## src/verilog/line_alarm_pkg.sv

```systemverilog
// constants for the line alarm and interrupt status block
package line_alarm_pkg;

  // ****************************************
  // bus and register geometry
  // ****************************************
  localparam int unsigned ADDR_W = 8;
  localparam int unsigned DATA_W = 32;
  localparam int unsigned REG_W = 8;
  localparam int unsigned IDX_W = 6;

  // register indices; byte address is four times the index
  localparam logic [IDX_W-1:0] IDX_ENABLE = 6'h01;
  localparam logic [IDX_W-1:0] IDX_STATUS = 6'h02;
  localparam logic [IDX_W-1:0] IDX_ALARM = 6'h03;
  localparam logic [IDX_W-1:0] IDX_JA_CTRL = 6'h07;
  localparam logic [IDX_W-1:0] IDX_CLEAR = 6'h08;
  localparam logic [IDX_W-1:0] IDX_CNT_MSB = 6'h30;
  localparam logic [IDX_W-1:0] IDX_CNT_LSB = 6'h31;

  // ****************************************
  // field positions (status, enable and clear share one layout)
  // ****************************************
  localparam int unsigned BIT_DRV = 0;
  localparam int unsigned BIT_RXLOS = 1;
  localparam int unsigned BIT_UNLOCK = 2;
  localparam int unsigned BIT_FIFO = 3;
  localparam int unsigned BIT_PAT = 4;
  localparam int unsigned BIT_CNT = 5;
  localparam int unsigned BIT_ANALOG = 4;
  localparam int unsigned BIT_DIGITAL = 5;
  localparam int unsigned BIT_JA_EN = 0;
  localparam logic [REG_W-1:0] EVENT_MASK = 8'h3f;
  localparam logic [REG_W-1:0] ENABLE_MASK = 8'h3f;
  localparam logic [REG_W-1:0] JA_CTRL_MASK = 8'h01;

  // ****************************************
  // reset values
  // ****************************************
  localparam logic [REG_W-1:0] RST_ENABLE = 8'h00;
  localparam logic [REG_W-1:0] RST_STATUS = 8'h00;
  localparam logic [REG_W-1:0] RST_ALARM = 8'h00;
  localparam logic [REG_W-1:0] RST_JA_CTRL = 8'h00;
  localparam logic [15:0] RST_COUNT = 16'h0000;

  // ****************************************
  // counts
  // ****************************************
  localparam int unsigned SILENT_BITS = 128;
  localparam logic [7:0] SILENT_LIMIT = 8'h80;
  localparam logic [15:0] COUNT_FULL = 16'hffff;
  localparam int unsigned FIFO_MARGIN_BITS = 2;

endpackage

```

## src/verilog/line_alarm_interrupt_status.sv

```systemverilog
// alarm flags, change events and interrupt request of the line interface, on an apb slave
//
// How it works
// - pattern error enable gates pattern error interrupt
// - driver alarm change sets its flag
// - receive loss change sets its flag
// - unlock change sets its flag
// - fifo margin change sets its flag
// - pattern error sets pattern error flag
// - counter saturation sets counter full flag
// - reading event flags clears them
// - 128 silent bit periods raise driver alarm
// - receive loss alarm follows receiver
// - unlock alarm follows receiver
// - fifo within two bits raises margin alarm
// - analog loss alarm follows receiver
// - digital loss alarm follows receiver
// - receive loss enable gates its interrupt
// - fifo margin enable ignored without attenuator
//
// The APB slave port was left to the implementer.
module line_alarm_interrupt_status
#(
  parameter int unsigned FIFO_DEPTH = 32,
  parameter int unsigned FILL_W = 8
)
(
  // clock and reset
  input wire logic pclk,
  input wire logic presetn,
  // apb slave
  input wire logic psel,
  input wire logic penable,
  input wire logic pwrite,
  input wire logic [line_alarm_pkg::ADDR_W-1:0] paddr,
  input wire logic [line_alarm_pkg::DATA_W-1:0] pwdata,
  output logic [line_alarm_pkg::DATA_W-1:0] prdata,
  output logic pready,
  output logic pslverr,
  // line side conditions
  input wire logic bit_tick,
  input wire logic monitor_in_pos,
  input wire logic monitor_in_neg,
  input wire logic rx_signal_loss,
  input wire logic rx_unlock,
  input wire logic [FILL_W-1:0] fifo_fill,
  input wire logic analog_signal_loss,
  input wire logic digital_signal_loss,
  input wire logic pattern_error,
  // results
  output logic irq,
  output logic driver_fail_alarm,
  output logic counter_full
);
  import line_alarm_pkg::*;

  // ****************************************
  // address decode
  // ****************************************
  function automatic logic hit(input logic [ADDR_W-1:0] addr, input logic [IDX_W-1:0] idx);
    hit = (addr[ADDR_W-1:2] == idx);
  endfunction

  function automatic logic mapped(input logic [ADDR_W-1:0] addr);
    mapped = hit(addr, IDX_ENABLE) | hit(addr, IDX_STATUS) | hit(addr, IDX_ALARM) |
             hit(addr, IDX_JA_CTRL) | hit(addr, IDX_CLEAR) | hit(addr, IDX_CNT_MSB) |
             hit(addr, IDX_CNT_LSB);
  endfunction

  localparam logic [FILL_W-1:0] FILL_LOW = FILL_W'(FIFO_MARGIN_BITS);
  localparam logic [FILL_W-1:0] FILL_HIGH = FILL_W'(FIFO_DEPTH - FIFO_MARGIN_BITS);

  logic setup;
  logic access;
  logic rd_status;
  logic wr_enable;
  logic wr_ja_ctrl;
  logic wr_clear;
  logic wr_count;

  assign setup = psel & ~penable;
  assign access = psel & penable;
  assign rd_status = access & ~pwrite & hit(paddr, IDX_STATUS);
  assign wr_enable = access & pwrite & hit(paddr, IDX_ENABLE);
  assign wr_ja_ctrl = access & pwrite & hit(paddr, IDX_JA_CTRL);
  assign wr_clear = access & pwrite & hit(paddr, IDX_CLEAR);
  assign wr_count = access & pwrite & hit(paddr, IDX_CNT_MSB);

  // ****************************************
  // state
  // ****************************************
  logic [DATA_W-1:0] prdata_reg;
  logic [DATA_W-1:0] prdata_next;
  logic pslverr_reg;
  logic pslverr_next;
  logic [REG_W-1:0] enable_reg;
  logic [REG_W-1:0] enable_next;
  logic [REG_W-1:0] ja_ctrl_reg;
  logic [REG_W-1:0] ja_ctrl_next;
  logic [7:0] silent_reg;
  logic [7:0] silent_next;
  logic [REG_W-1:0] alarm_reg;
  logic [REG_W-1:0] alarm_next;
  logic [REG_W-1:0] status_reg;
  logic [REG_W-1:0] status_next;
  logic [15:0] count_reg;
  logic [15:0] count_next;
  logic [REG_W-1:0] event_now;
  logic [REG_W-1:0] clear_bits;
  logic [REG_W-1:0] live_enable;

  // ****************************************
  // bus and configuration
  // ****************************************
  // read data is captured in the setup cycle so the access phase sees a flop;
  // pready is always high, so every transfer ends in its first access cycle
  always_comb
  begin
    prdata_next = prdata_reg;
    pslverr_next = pslverr_reg;
    enable_next = enable_reg;
    ja_ctrl_next = ja_ctrl_reg;
    if (setup)
    begin
      pslverr_next = ~mapped(paddr);
      prdata_next = '0;
      if (!pwrite)
      begin
        if (hit(paddr, IDX_ENABLE))
          prdata_next[REG_W-1:0] = enable_reg;
        else if (hit(paddr, IDX_STATUS))
          prdata_next[REG_W-1:0] = status_reg;
        else if (hit(paddr, IDX_ALARM))
          prdata_next[REG_W-1:0] = alarm_reg;
        else if (hit(paddr, IDX_JA_CTRL))
          prdata_next[REG_W-1:0] = ja_ctrl_reg;
        else if (hit(paddr, IDX_CNT_MSB))
          prdata_next[REG_W-1:0] = count_reg[15:8];
        else if (hit(paddr, IDX_CNT_LSB))
          prdata_next[REG_W-1:0] = count_reg[7:0];
      end
    end
    if (wr_enable)
      enable_next = pwdata[REG_W-1:0] & ENABLE_MASK;
    if (wr_ja_ctrl)
      ja_ctrl_next = pwdata[REG_W-1:0] & JA_CTRL_MASK;
  end

  always_ff @(posedge pclk or negedge presetn)
  begin
    if (!presetn)
    begin
      prdata_reg <= '0;
      pslverr_reg <= 1'b0;
      enable_reg <= RST_ENABLE;
      ja_ctrl_reg <= RST_JA_CTRL;
    end
    else
    begin
      prdata_reg <= prdata_next;
      pslverr_reg <= pslverr_next;
      enable_reg <= enable_next;
      ja_ctrl_reg <= ja_ctrl_next;
    end
  end

  assign prdata = prdata_reg;
  assign pslverr = pslverr_reg;
  assign pready = 1'b1;

  // ****************************************
  // alarms, events and error counter
  // ****************************************
  always_comb
  begin
    silent_next = silent_reg;
    if (monitor_in_pos | monitor_in_neg)
      silent_next = '0;
    else if (bit_tick && silent_reg != SILENT_LIMIT)
      silent_next = silent_reg + 8'h01;

    alarm_next = RST_ALARM;
    alarm_next[BIT_DRV] = (silent_next == SILENT_LIMIT);
    alarm_next[BIT_RXLOS] = rx_signal_loss;
    alarm_next[BIT_UNLOCK] = rx_unlock;
    alarm_next[BIT_FIFO] = (fifo_fill <= FILL_LOW) | (fifo_fill >= FILL_HIGH);
    alarm_next[BIT_ANALOG] = analog_signal_loss;
    alarm_next[BIT_DIGITAL] = digital_signal_loss;

    count_next = count_reg;
    if (wr_count)
      count_next = RST_COUNT;
    else if (pattern_error && count_reg != COUNT_FULL)
      count_next = count_reg + 16'h0001;

    event_now = '0;
    event_now[BIT_DRV] = alarm_next[BIT_DRV] ^ alarm_reg[BIT_DRV];
    event_now[BIT_RXLOS] = alarm_next[BIT_RXLOS] ^ alarm_reg[BIT_RXLOS];
    event_now[BIT_UNLOCK] = alarm_next[BIT_UNLOCK] ^ alarm_reg[BIT_UNLOCK];
    event_now[BIT_FIFO] = alarm_next[BIT_FIFO] ^ alarm_reg[BIT_FIFO];
    event_now[BIT_PAT] = pattern_error;
    event_now[BIT_CNT] = (count_next == COUNT_FULL) && (count_reg != COUNT_FULL);

    // only the bits actually returned are cleared, so a flag set between the
    // setup capture and the access edge is not thrown away
    clear_bits = '0;
    if (rd_status)
      clear_bits = prdata_reg[REG_W-1:0];
    if (wr_clear)
      clear_bits = clear_bits | pwdata[REG_W-1:0];
    status_next = ((status_reg & ~clear_bits) | event_now) & EVENT_MASK;
  end

  always_ff @(posedge pclk or negedge presetn)
  begin
    if (!presetn)
    begin
      silent_reg <= '0;
      alarm_reg <= RST_ALARM;
      count_reg <= RST_COUNT;
      status_reg <= RST_STATUS;
    end
    else
    begin
      silent_reg <= silent_next;
      alarm_reg <= alarm_next;
      count_reg <= count_next;
      status_reg <= status_next;
    end
  end

  // ****************************************
  // interrupt request
  // ****************************************
  // fifo margin enable has no effect while the attenuator is off
  always_comb
  begin
    live_enable = enable_reg;
    live_enable[BIT_FIFO] = enable_reg[BIT_FIFO] & ja_ctrl_reg[BIT_JA_EN];
  end

  assign irq = |(status_reg & live_enable);
  assign driver_fail_alarm = alarm_reg[BIT_DRV];
  assign counter_full = (count_reg == COUNT_FULL);
endmodule

```

## config.mk

```make
export PLATFORM = sky130hd
export DESIGN_NAME = line_alarm_interrupt_status
export DESIGN_NICKNAME = d
export VERILOG_FILES = /design/src/verilog/line_alarm_pkg.sv /design/src/verilog/line_alarm_interrupt_status.sv
export SDC_FILE = /design/constraint.sdc
export NUM_CORES = 1
export LEC_CHECK = 0
export ABC_AREA = 1
export BUFFER_PORTS_ARGS = -buffer_cell sky130_fd_sc_hd__buf_2
export CAP_MARGIN = 25
export CORE_ASPECT_RATIO = 0.75
export CORE_UTILIZATION = 53
export DETAILED_ROUTE_END_ITERATION = 12
export PLACE_DENSITY = 0.92
export SLEW_MARGIN = 20
export SYNTH_ARGS = -nofsm -noshare
export SYNTH_HDL_FRONTEND = slang
export SYNTH_SLANG_ARGS = --single-unit
```

## constraint.sdc

```tcl
create_clock -name pclk -period 2.55 [get_ports pclk]
set_input_delay 0.1275 -clock pclk [delete_from_list [all_inputs] [get_ports pclk]]
set_output_delay 0.1275 -clock pclk [all_outputs]
set_load 0.03 [all_outputs]
```

; Yosys cells after proc, flatten, opt, wreduce, memory -nomap -nowiden
; Index checks and enable logic that the tools add are counted.
[totals]
register_bits = 52
latchBits = 0
ramBits = 0
mem_bits_ro = 0
in_bits = 61
output_inout_bits = 37
word_cells = 71
mem_count = 0
[classes]
add_sub_neg = 2
multipliers = 0
div_mod_pow = 0
n_lt_le_gt_ge = 2
eq_ne = 12
shifts = 0
n_mux = 13
n_bitwise = 30
reduce_logical = 4
[ops]
columns = op, count
row1 = 8-bit 2-to-1 mux, 9
row2 = 16-bit equality test (second input constant), 2
row3 = 16-bit 2-to-1 mux, 2
row4 = 16-bit by 1-bit adder with 16-bit output (second input constant), 1
row5 = 16-bit != test (second input constant), 1
row6 = 6-bit bitwise AND, 2
row7 = 6-bit by 2-bit equality test with 1-bit output (second input constant), 2
row8 = 6-bit equality test (second input constant), 2
row9 = 6-bit 2-to-1 mux, 2
row10 = 6-bit OR, 2
row11 = 1-bit bitwise AND, 10
row12 = 8-bit by 1-bit adder with 8-bit output (second input constant), 1
row13 = 8-bit equality test (second input constant), 1
row14 = 8-bit by 5-bit >= comparator with 1-bit output (second input constant), 1
row15 = 8-bit by 2-bit <= comparator with 1-bit output (second input constant), 1
row16 = 8-bit != test (second input constant), 1
row17 = 1-bit OR, 8
row18 = 8-bit OR reduction, 1
row19 = 6-bit by 1-bit equality test with 1-bit output (second input constant), 1
row20 = 6-bit by 3-bit equality test with 1-bit output (second input constant), 1
row21 = 6-bit by 4-bit equality test with 1-bit output (second input constant), 1
row22 = 6-bit NOT, 1
row23 = 1-bit XOR, 4
row24 = 1-bit logical AND, 3
row25 = 1-bit NOT, 3

; Depth between registers and ports, before layout
; Gate-level depths: netlist (run 1).
[logic_depth]
word_depth = 9
mapped_depth = 14
depth_no_buf = 13

; Worst setup path after synthesis (run 1)
; OpenSTA, ideal clock, no wires.
[synth_timing]
path_kind = reg2reg
start = register count_reg[0]
end = register status_reg[5]
setup_ns = 0.066
t_arrival_ns = 1.787
required_time_ns = 2.484
path_slack_ns = 0.697
stages_incl_launch_ff = 15
n_path_buf = 1
period_less_slack_ns = 1.853
path_cell_list = dfrtp_1 ha_1 nand3_2 inv_2 nand2_2 nor2_4 nor2_2 buf_6 nand2_1 nand2_1 nor2_1 nand2_1 nor2_1 nand4_1 nand2_1
[synth_via]
elab_chain_cells = 7
elab_cells_between_ends = 8
cone_classes = add/sub: 1 / eq/ne: 2 / mux: 2 / bitwise: 1 / reduce/logical: 2
[synth_lines]
columns = item, line_no
row1 = "start, declared", line_alarm_interrupt_status.sv:106  ; logic [15:0] count_reg;
row2 = "start signal, assigned", line_alarm_interrupt_status.sv:227  ; count_reg <= count_next;
row3 = "parallel branches: the longest is 5 deep, another holds 16-bit by 1-bit adder with 16-bit output", n/a
row4 = 1-bit logical AND *, line_alarm_interrupt_status.sv:202  ; event_now[BIT_CNT] = (count_next == COUNT_FULL) && (count_reg != COUNT_FULL);
row5 = 6-bit OR *, line_alarm_interrupt_status.sv:211  ; status_next = ((status_reg & ~clear_bits) | event_now) & EVENT_MASK;
row6 = via status_next[5], line_alarm_interrupt_status.sv:105  ; logic [REG_W-1:0] status_next;
row7 = "end signal, assigned", line_alarm_interrupt_status.sv:228  ; status_reg <= status_next;
row8 = "end, declared", line_alarm_interrupt_status.sv:104  ; logic [REG_W-1:0] status_reg;
; Mark *: on every way through the listed nets, which the timed path passes.
; A chain may end at the register's enable or synchronous reset.

; Worst setup path after layout (run 1)
[layout_timing]
start = register count_reg[0]
end = register status_reg[5]
[layout_via]
elab_chain_cells = 7
elab_cells_between_ends = 8
cone_classes = add/sub: 1 / eq/ne: 2 / mux: 2 / bitwise: 1 / reduce/logical: 2
[layout_lines]
columns = item, line_no
row1 = "parallel branches: the longest is 2 deep, another holds 16-bit by 1-bit adder with 16-bit output", n/a
row2 = 16-bit 2-to-1 mux *, line_alarm_interrupt_status.sv:193  ; else if (pattern_error && count_reg != COUNT_FULL)
row3 = 16-bit 2-to-1 mux *, line_alarm_interrupt_status.sv:191  ; if (wr_count)
row4 = via count_next[1], line_alarm_interrupt_status.sv:107  ; logic [15:0] count_next;
row5 = 16-bit equality test *, line_alarm_interrupt_status.sv:202
row6 = 1-bit logical AND *, line_alarm_interrupt_status.sv:202
row7 = 6-bit OR *, line_alarm_interrupt_status.sv:211
row8 = via status_next[5], line_alarm_interrupt_status.sv:105
; Marks and branches as above.

==> flow_metrics.tcl, run 1 <==
set metrics [dict create \
    crit_top_cell "nor2_1" \
    grt.met2_usage_pct 40.7 \
    top_usage_layer "met2" \
    num_rows 25 \
    r2r_slack_ps 310 \
    rr_worst_depth 12 \
    worst_slack_ps 311 \
    cp-startpoint "count_reg[0]" \
    power_mw 2.73 \
    antenna_found_initial 0 \
    syn2layout_area_growth_pct 9.39 \
    fin_area_mm2 0.00382 \
    fp.coreArea_mm2 0.00632 \
    fp.dieH_um 72.3 \
    grt_max_degree 29 \
    ys_seq_elements 52 \
    clock_latency_ps 320 \
    cts_tree "yes" \
    cts_resized 0 \
    power.density_mw_per_mm2 716 \
    slowest_stage "dfrtp_1" \
    hold_class "input pin to flip-flop" \
    fin_crit_ps 2240 \
    synth_area_mm2 0.00349 \
    grt_pass1_wl_um 13900 \
    fin_crit_sh_pct 87.8 \
    fin_setup_tns_ps 0 \
    power_switching_mw 1.24 \
    final_nets 620 \
    critPathKind "flip-flop to flip-flop" \
    grt_use_met1_pct 35.7 \
    htreeDepth 2 \
    end_kind "flip-flop" \
    worstPathMaxFanout 11 \
    p_leak_nw 2.14 \
    swShare_pct 45.2 \
    rr_startpoint "count_reg[0]" \
    slew_headroom_pct 62.3 \
    worst_ep_required_time_ps 2820 \
    crit_end "status_reg[5]" \
    largest_reg_flops 16 \
    synth_warnings 0 \
    seqPwrFrac_pct 41.7 \
    multi_input_area_mm2 0.00176 \
    p_int_mw 1.50 \
    drc_errors 0 \
    slowest_delay_ps 460 \
    initial_core_util_pct 55.2 \
    ys_seq_area_share_pct 37.3 \
    routabilityCongestion 0.952 \
    drv_cap 0 \
    clkTransAtPathRegs_ps 110 \
    fin_skew_ps 10.6 \
    max_freq_mhz 447 \
    finalSetupViolations 0 \
    grt_pass1_vias 3153 \
    gr-total-overflow 0 \
    vias_per_cell 5.42 \
    fillers 538 \
    antenna_cells 0 \
    ant_nets 0 \
    vias 3457 \
    io_pins 98 \
    grtUsageMet3_pct 6.18 \
    dpl_cell_area_mm2 0.00367 \
    comb_power_share_pct 39.8 \
    seq_area_mm2 0.00130 \
    status "finished clean" \
    ir_drop_uv 305 \
    rsz0062_at_grt "no" \
    synthCells 508 \
    yosysUniqueCellTypes 36 \
    pre_cts_ws_ps 411 \
    min_path_cells 2 \
    finalHoldViolCount 0 \
    drt-total-wl_um 8610 \
    dp_hpwl_um 6560 \
    die_area_mm2 0.00692 \
    drt_pass1_iterations 6 \
    grt_usage_pct 25.8 \
    syn_avg_cell_area_um2 6.87 \
    root_buffer "clkbuf_8" \
    startpoint_type "flip-flop" \
    avgRoutedWirePerCell_um 13.5 \
    cts.sinks 52 \
    dieWidth_um 95.7 \
    drtIter0Drc 330 \
    arrival_ps 2500 \
    cts_made_buffers 5 \
    final_util_pct 60.4 \
    port_buffers 44 \
    cts_buffer_depth 2 \
    crit_chain "ha_1 -> nand3_2 -> inv_2 -> nand2_2 -> nor2_4 -> nor2_2 -> nor2_1 -> nor2_1 -> nand3_2 -> nor2_1 -> nand4_1 -> nand2_1" \
    tightest_slew_ps 565 \
    clkPwrFrac_pct 18.6 \
    drv_slew 0 \
    drive_above_1_share_pct 14.0 \
    r2r_end "status_reg[5]" \
]
[repair_timing]
| action | CTS | global route |
|---|---|---|
| hold buffers | 5 | 0 |
| buffers inserted | 0 | 0 |
| endpoints found under the hold margin | 28 | 0 |
[logic make-up (layout without fill, tap and decap cells)]
group | after synthesis | count (layout) | synth area share [%]
flip-flops | 52 | 52 | 37.3
adder cells (fa/ha/maj) | 3 | 3 | 1.08
buffers and inverters | 107 | 133 | 14.8
other | 2 | 25 | 0.215
XOR/XNOR | 11 | 11 | 2.76
AND/OR/NAND/NOR | 268 | 268 | 33.4
AO/OA/AOI/OAI | 65 | 65 | 10.5
[synth_stat cells (all sizes together)]
cell,instances,area share (%)
o21ai,25,3.6
o22ai,3,0.54
nand2,153,17
buf,29,6.4
nor3,5,0.86
nand3,30,4.6
ha,3,1.1
o211ai,1,0.22
a21o,3,0.65
xor2,5,1.3
nor3b,1,0.22
xnor2,6,1.5
a21oi,25,3.6
clkbuf,3,0.32
nand4,15,2.7
a221oi,1,0.25
inv,75,8.1
o41ai,3,0.75
nor2,61,7.3
or2,1,0.18
dfrtp,52,37
o221ai,2,0.50
conb,2,0.22
nand3b,2,0.43
a21boi,1,0.22
o21a,1,0.22
[routing by layer]
layer,vias to the layer above,wire length [µm]
li1,1655,-
met1,1566,3620
met5,-,0
met2,213,3930
met3,23,908
met4,0,149
[critical path, delay by kind of cell (launching register included)]
kind	cells	cell delay (ps)
buffers and inverters	1	50
DFF	1	460
and+or+nand+nor	10	1390
adders and majority gates	1	290
[placed cells by master (no fill, tap or decap), types with 2 or more instances in the layout]
master | synthesis | routed
a21oi_1 | 25 | 25
nand3b_1 | 2 | 2
nand3_1 | 28 | 28
nand3_2 | 2 | 2
clkbuf_8 | 0 | 5
o22ai_1 | 3 | 3
buf_2 | 1 | 44
inv_2 | 5 | 5
dlygate4sd3_1 | 0 | 5
o21ai_0 | 24 | 24
nand2_1 | 145 | 145
nor2_2 | 7 | 7
nor3_1 | 4 | 4
o41ai_1 | 3 | 3
o221ai_1 | 2 | 2
nand2_2 | 7 | 7
nand4_1 | 15 | 15
ha_1 | 3 | 3
xnor2_1 | 6 | 6
nor2_1 | 53 | 53
a21o_1 | 3 | 3
conb_1 | 2 | 25
dfrtp_1 | 52 | 52
inv_1 | 70 | 70
xor2_1 | 5 | 5
[worst min-delay path by stage]
stage | startpoint | to | slack (ps)
global route | pwdata[1] | enable_reg[1] | 70
detailed placement | presetn | count_reg[12] | 150
finish | pwrite | prdata[6] | 70
CTS | pwdata[5] | enable_reg[5] | 70
global placement | presetn | count_reg[12] | 150
floorplan | presetn | alarm_reg[0] | -170
[layout make-up]
type	instances	area share, %
Clock buffer	5	1.80
Clock inverter	3	0.721
Inverter	75	7.37
Multi-Input combinational cell	372	46.1
Sequential cell	52	34.1
Tap cell	81	2.65
Timing Repair Buffer	50	7.27
[power by group through the flow]
stage	clock [mW]	combinational, mW	sequential (mW)
floorplan	0	0.880	1.09
global placement	0	1.01	1.13
detailed placement	0	1.06	1.14
CTS	0.510	1.07	1.13
global route	0.544	1.22	1.15
finish	0.507	1.09	1.14
[stage by stage]
step,instances,hold WS (ps)
finish,638,71.9
detailed placement,625,155
global route,638,73.2
floorplan,531,-168
global placement,625,145
CTS,638,67.4
Note: power is estimated with default switching activity, not from simulation.
==> run 2, diff against run 1 <==
--- a/config.mk
+++ b/config.mk
@@ -9,9 +9,10 @@
 export BUFFER_PORTS_ARGS = -buffer_cell sky130_fd_sc_hd__buf_2
 export CAP_MARGIN = 25
 export CORE_ASPECT_RATIO = 0.75
-export CORE_UTILIZATION = 53
+export CORE_UTILIZATION = 59
+export CTS_BUF_LIST = sky130_fd_sc_hd__clkbuf_2 sky130_fd_sc_hd__clkbuf_4 sky130_fd_sc_hd__clkbuf_8
 export DETAILED_ROUTE_END_ITERATION = 12
-export PLACE_DENSITY = 0.92
+export PLACE_DENSITY = 0.95
 export SLEW_MARGIN = 20
 export SYNTH_ARGS = -nofsm -noshare
 export SYNTH_HDL_FRONTEND = slang
==> constraint.sdc (replaced) <==
create_clock -name pclk -period 2.8 [get_ports pclk]
set_input_delay 0.14 -clock pclk [delete_from_list [all_inputs] [get_ports pclk]]
set_output_delay 0.14 -clock pclk [all_outputs]
set_load 0.03 [all_outputs]
==> run 2 against run 1 <==
  * Flip-flop and latch count stayed put
  * Global-route usage is 3.4 points higher
  * Critical path type unchanged
  * Utilization is 8.5 points higher
  * Largest cell class unchanged
  * First-iteration DRC count is 7.6% higher
  * Maximum frequency is 1.9% higher
==> flow_metrics.tcl, run 2 (same netlist as run 1, synthesis figures left out) <==
set metrics [dict create \
    status "finished clean" \
    r2r_end "status_reg[5]" \
    drv_slew 0 \
    critical_path_depth 12 \
    die_area_mm2 0.00623 \
    cts.sinks 52 \
    cts_tree "yes" \
    rr_worst_depth 12 \
    vias_per_cell 5.51 \
    final_nets 620 \
    tightest_slew_ps 777 \
    pre_cts_ws_ps 659 \
    fp.dieH_um 68.6 \
    dp.cells 619 \
    grt_usage_pct 29.2 \
    fillers 474 \
    ir_drop_uv 296 \
    dp_hpwl_um 6590 \
    cts_resized 0 \
    power_mw 2.51 \
    crit_buf_inv 0 \
    fin_setup_tns_ps 0 \
    ctsHoldBuffers 5 \
    multi_input_area_mm2 0.00176 \
    fin_crit_sh_pct 78.5 \
    clkTransAtPathRegs_ps 110 \
    final_cell_mix "nand2_1 (145), inv_1 (70), nor2_1 (53)" \
    finalHoldViolCount 0 \
    rsz0062_at_grt "no" \
    syn2layout_area_growth_pct 9.10 \
    cts_buffer_depth 2 \
    fin_crit_ps 2200 \
    crit_end "status_reg[5]" \
    postCtsSetupRepairBufs 0 \
    drtIter0Drc 355 \
    ant_nets 0 \
    seq_area_mm2 0.00130 \
    root_buffer "clkbuf_8" \
    drt-total-wl_um 8750 \
    hold_start "pwdata[2]" \
    final_common_cell "nand2_1" \
    port_buffers 44 \
    worst_slack_ps 602 \
    drv_cap 0 \
    end_kind "flip-flop" \
    layout.cells.non_filler 632 \
    antenna_cells 0 \
    drt_pass1_iterations 5 \
    worst_ep_required_time_ps 3060 \
    initial_core_util_pct 63.2 \
    drive_above_1_share_pct 14.0 \
    critPathKind "flip-flop to flip-flop" \
    crit_top_cell "nand2_1" \
    grt_pass1_wl_um 14300 \
    slowest_stage "dfrtp_1" \
    crit_chain "ha_1 -> nand3_2 -> nor2_2 -> nand2_2 -> nand2_2 -> nand2_1 -> nand2_1 -> nor2_1 -> nand2_1 -> nor2_1 -> nand4_1 -> nand2_1" \
    cp-startpoint "count_reg[0]" \
    antenna_found_initial 0 \
    avgRoutedWirePerCell_um 13.8 \
    routabilityCongestion 0.971 \
    dieWidth_um 90.8 \
    max_freq_mhz 455 \
    finalSetupViolations 0 \
    grt_pass1_vias 3114 \
    final_util_pct 68.9 \
    rr_startpoint "count_reg[0]" \
    htreeDepth 2 \
    gr-total-overflow 0 \
    drc_errors 0 \
    worstPathMaxFanout 12 \
    io_pins 98 \
    hold_class "input pin to flip-flop" \
    cts_made_buffers 5 \
    fin_skew_ps 6.57 \
    startpoint_type "flip-flop" \
    power.density_mw_per_mm2 660 \
    slew_headroom_pct 48.2 \
    num_rows 23 \
    clock_latency_ps 320 \
    arrival_ps 2460 \
    vias 3480 \
    crit_family "simple AND/OR/NAND/NOR gates" \
    r2r_slack_ps 600 \
    largest_reg_flops 16 \
    p_leak_nw 2.14 \
    min_path_cells 3 \
    slowest_delay_ps 460 \
    grt_max_degree 35 \
    fp.coreArea_mm2 0.00553 \
]
run 2: power by group:
| part | switching [mW] | internal [mW] | total (mW) |
|---|---|---|---|
| Clock | 0.288 | 0.183 | 0.471 |
| Sequential | 0.166 | 0.868 | 1.03 |
| Combinational | 0.698 | 0.312 | 1.01 |
| Total | 1.15 | 1.36 | 2.51 |
run 2: layout make-up:
class / count / area share [%]
clock buffer: 5 / 1.81
tap: 75 / 2.46
inverter: 75 / 7.39
multi-input combinational: 372 / 46.2
timing repair buffer: 50 / 7.29
sequential: 52 / 34.2
clock inverter: 3 / 0.657
run 2: worst register-to-register path, stage by stage, from the launching register on:
cell	delay, ps
dfrtp_1	460
ha_1	300
nand3_2	180
nor2_2	80
nand2_2	120
nand2_2	190
nand2_1	110
nand2_1	60
nor2_1	120
nand2_1	60
nor2_1	220
nand4_1	140
nand2_1	90
run 2: worst min-delay path by stage:
stage,slack [ps],to
after CTS,80,enable_reg[2]
final,90,enable_reg[2]
after detailed placement,250,alarm_reg[5]
after global placement,250,count_reg[12]
after global routing,90,enable_reg[4]
after floorplan,-160,alarm_reg[0]
run 2: per-stage QoR:
step | hold WS [ps] | instance area [µm²]
after floorplan | -156 | 3580
after global placement | 250 | 3660
after detailed placement | 254 | 3660
after CTS | 80.3 | 3810
after global routing | 94.8 | 3810
final | 86.1 | 3810
run 2: routing by layer:
layer	wire [µm]	GRT usage [%]	vias up	part of all wire [%]
met5	0	0	-	0
met4	116	10.1	0	1.3
met3	806	4.39	12	9.2
met2	4130	48.3	202	47
met1	3700	40.0	1618	42
li1	-	-	1648	-
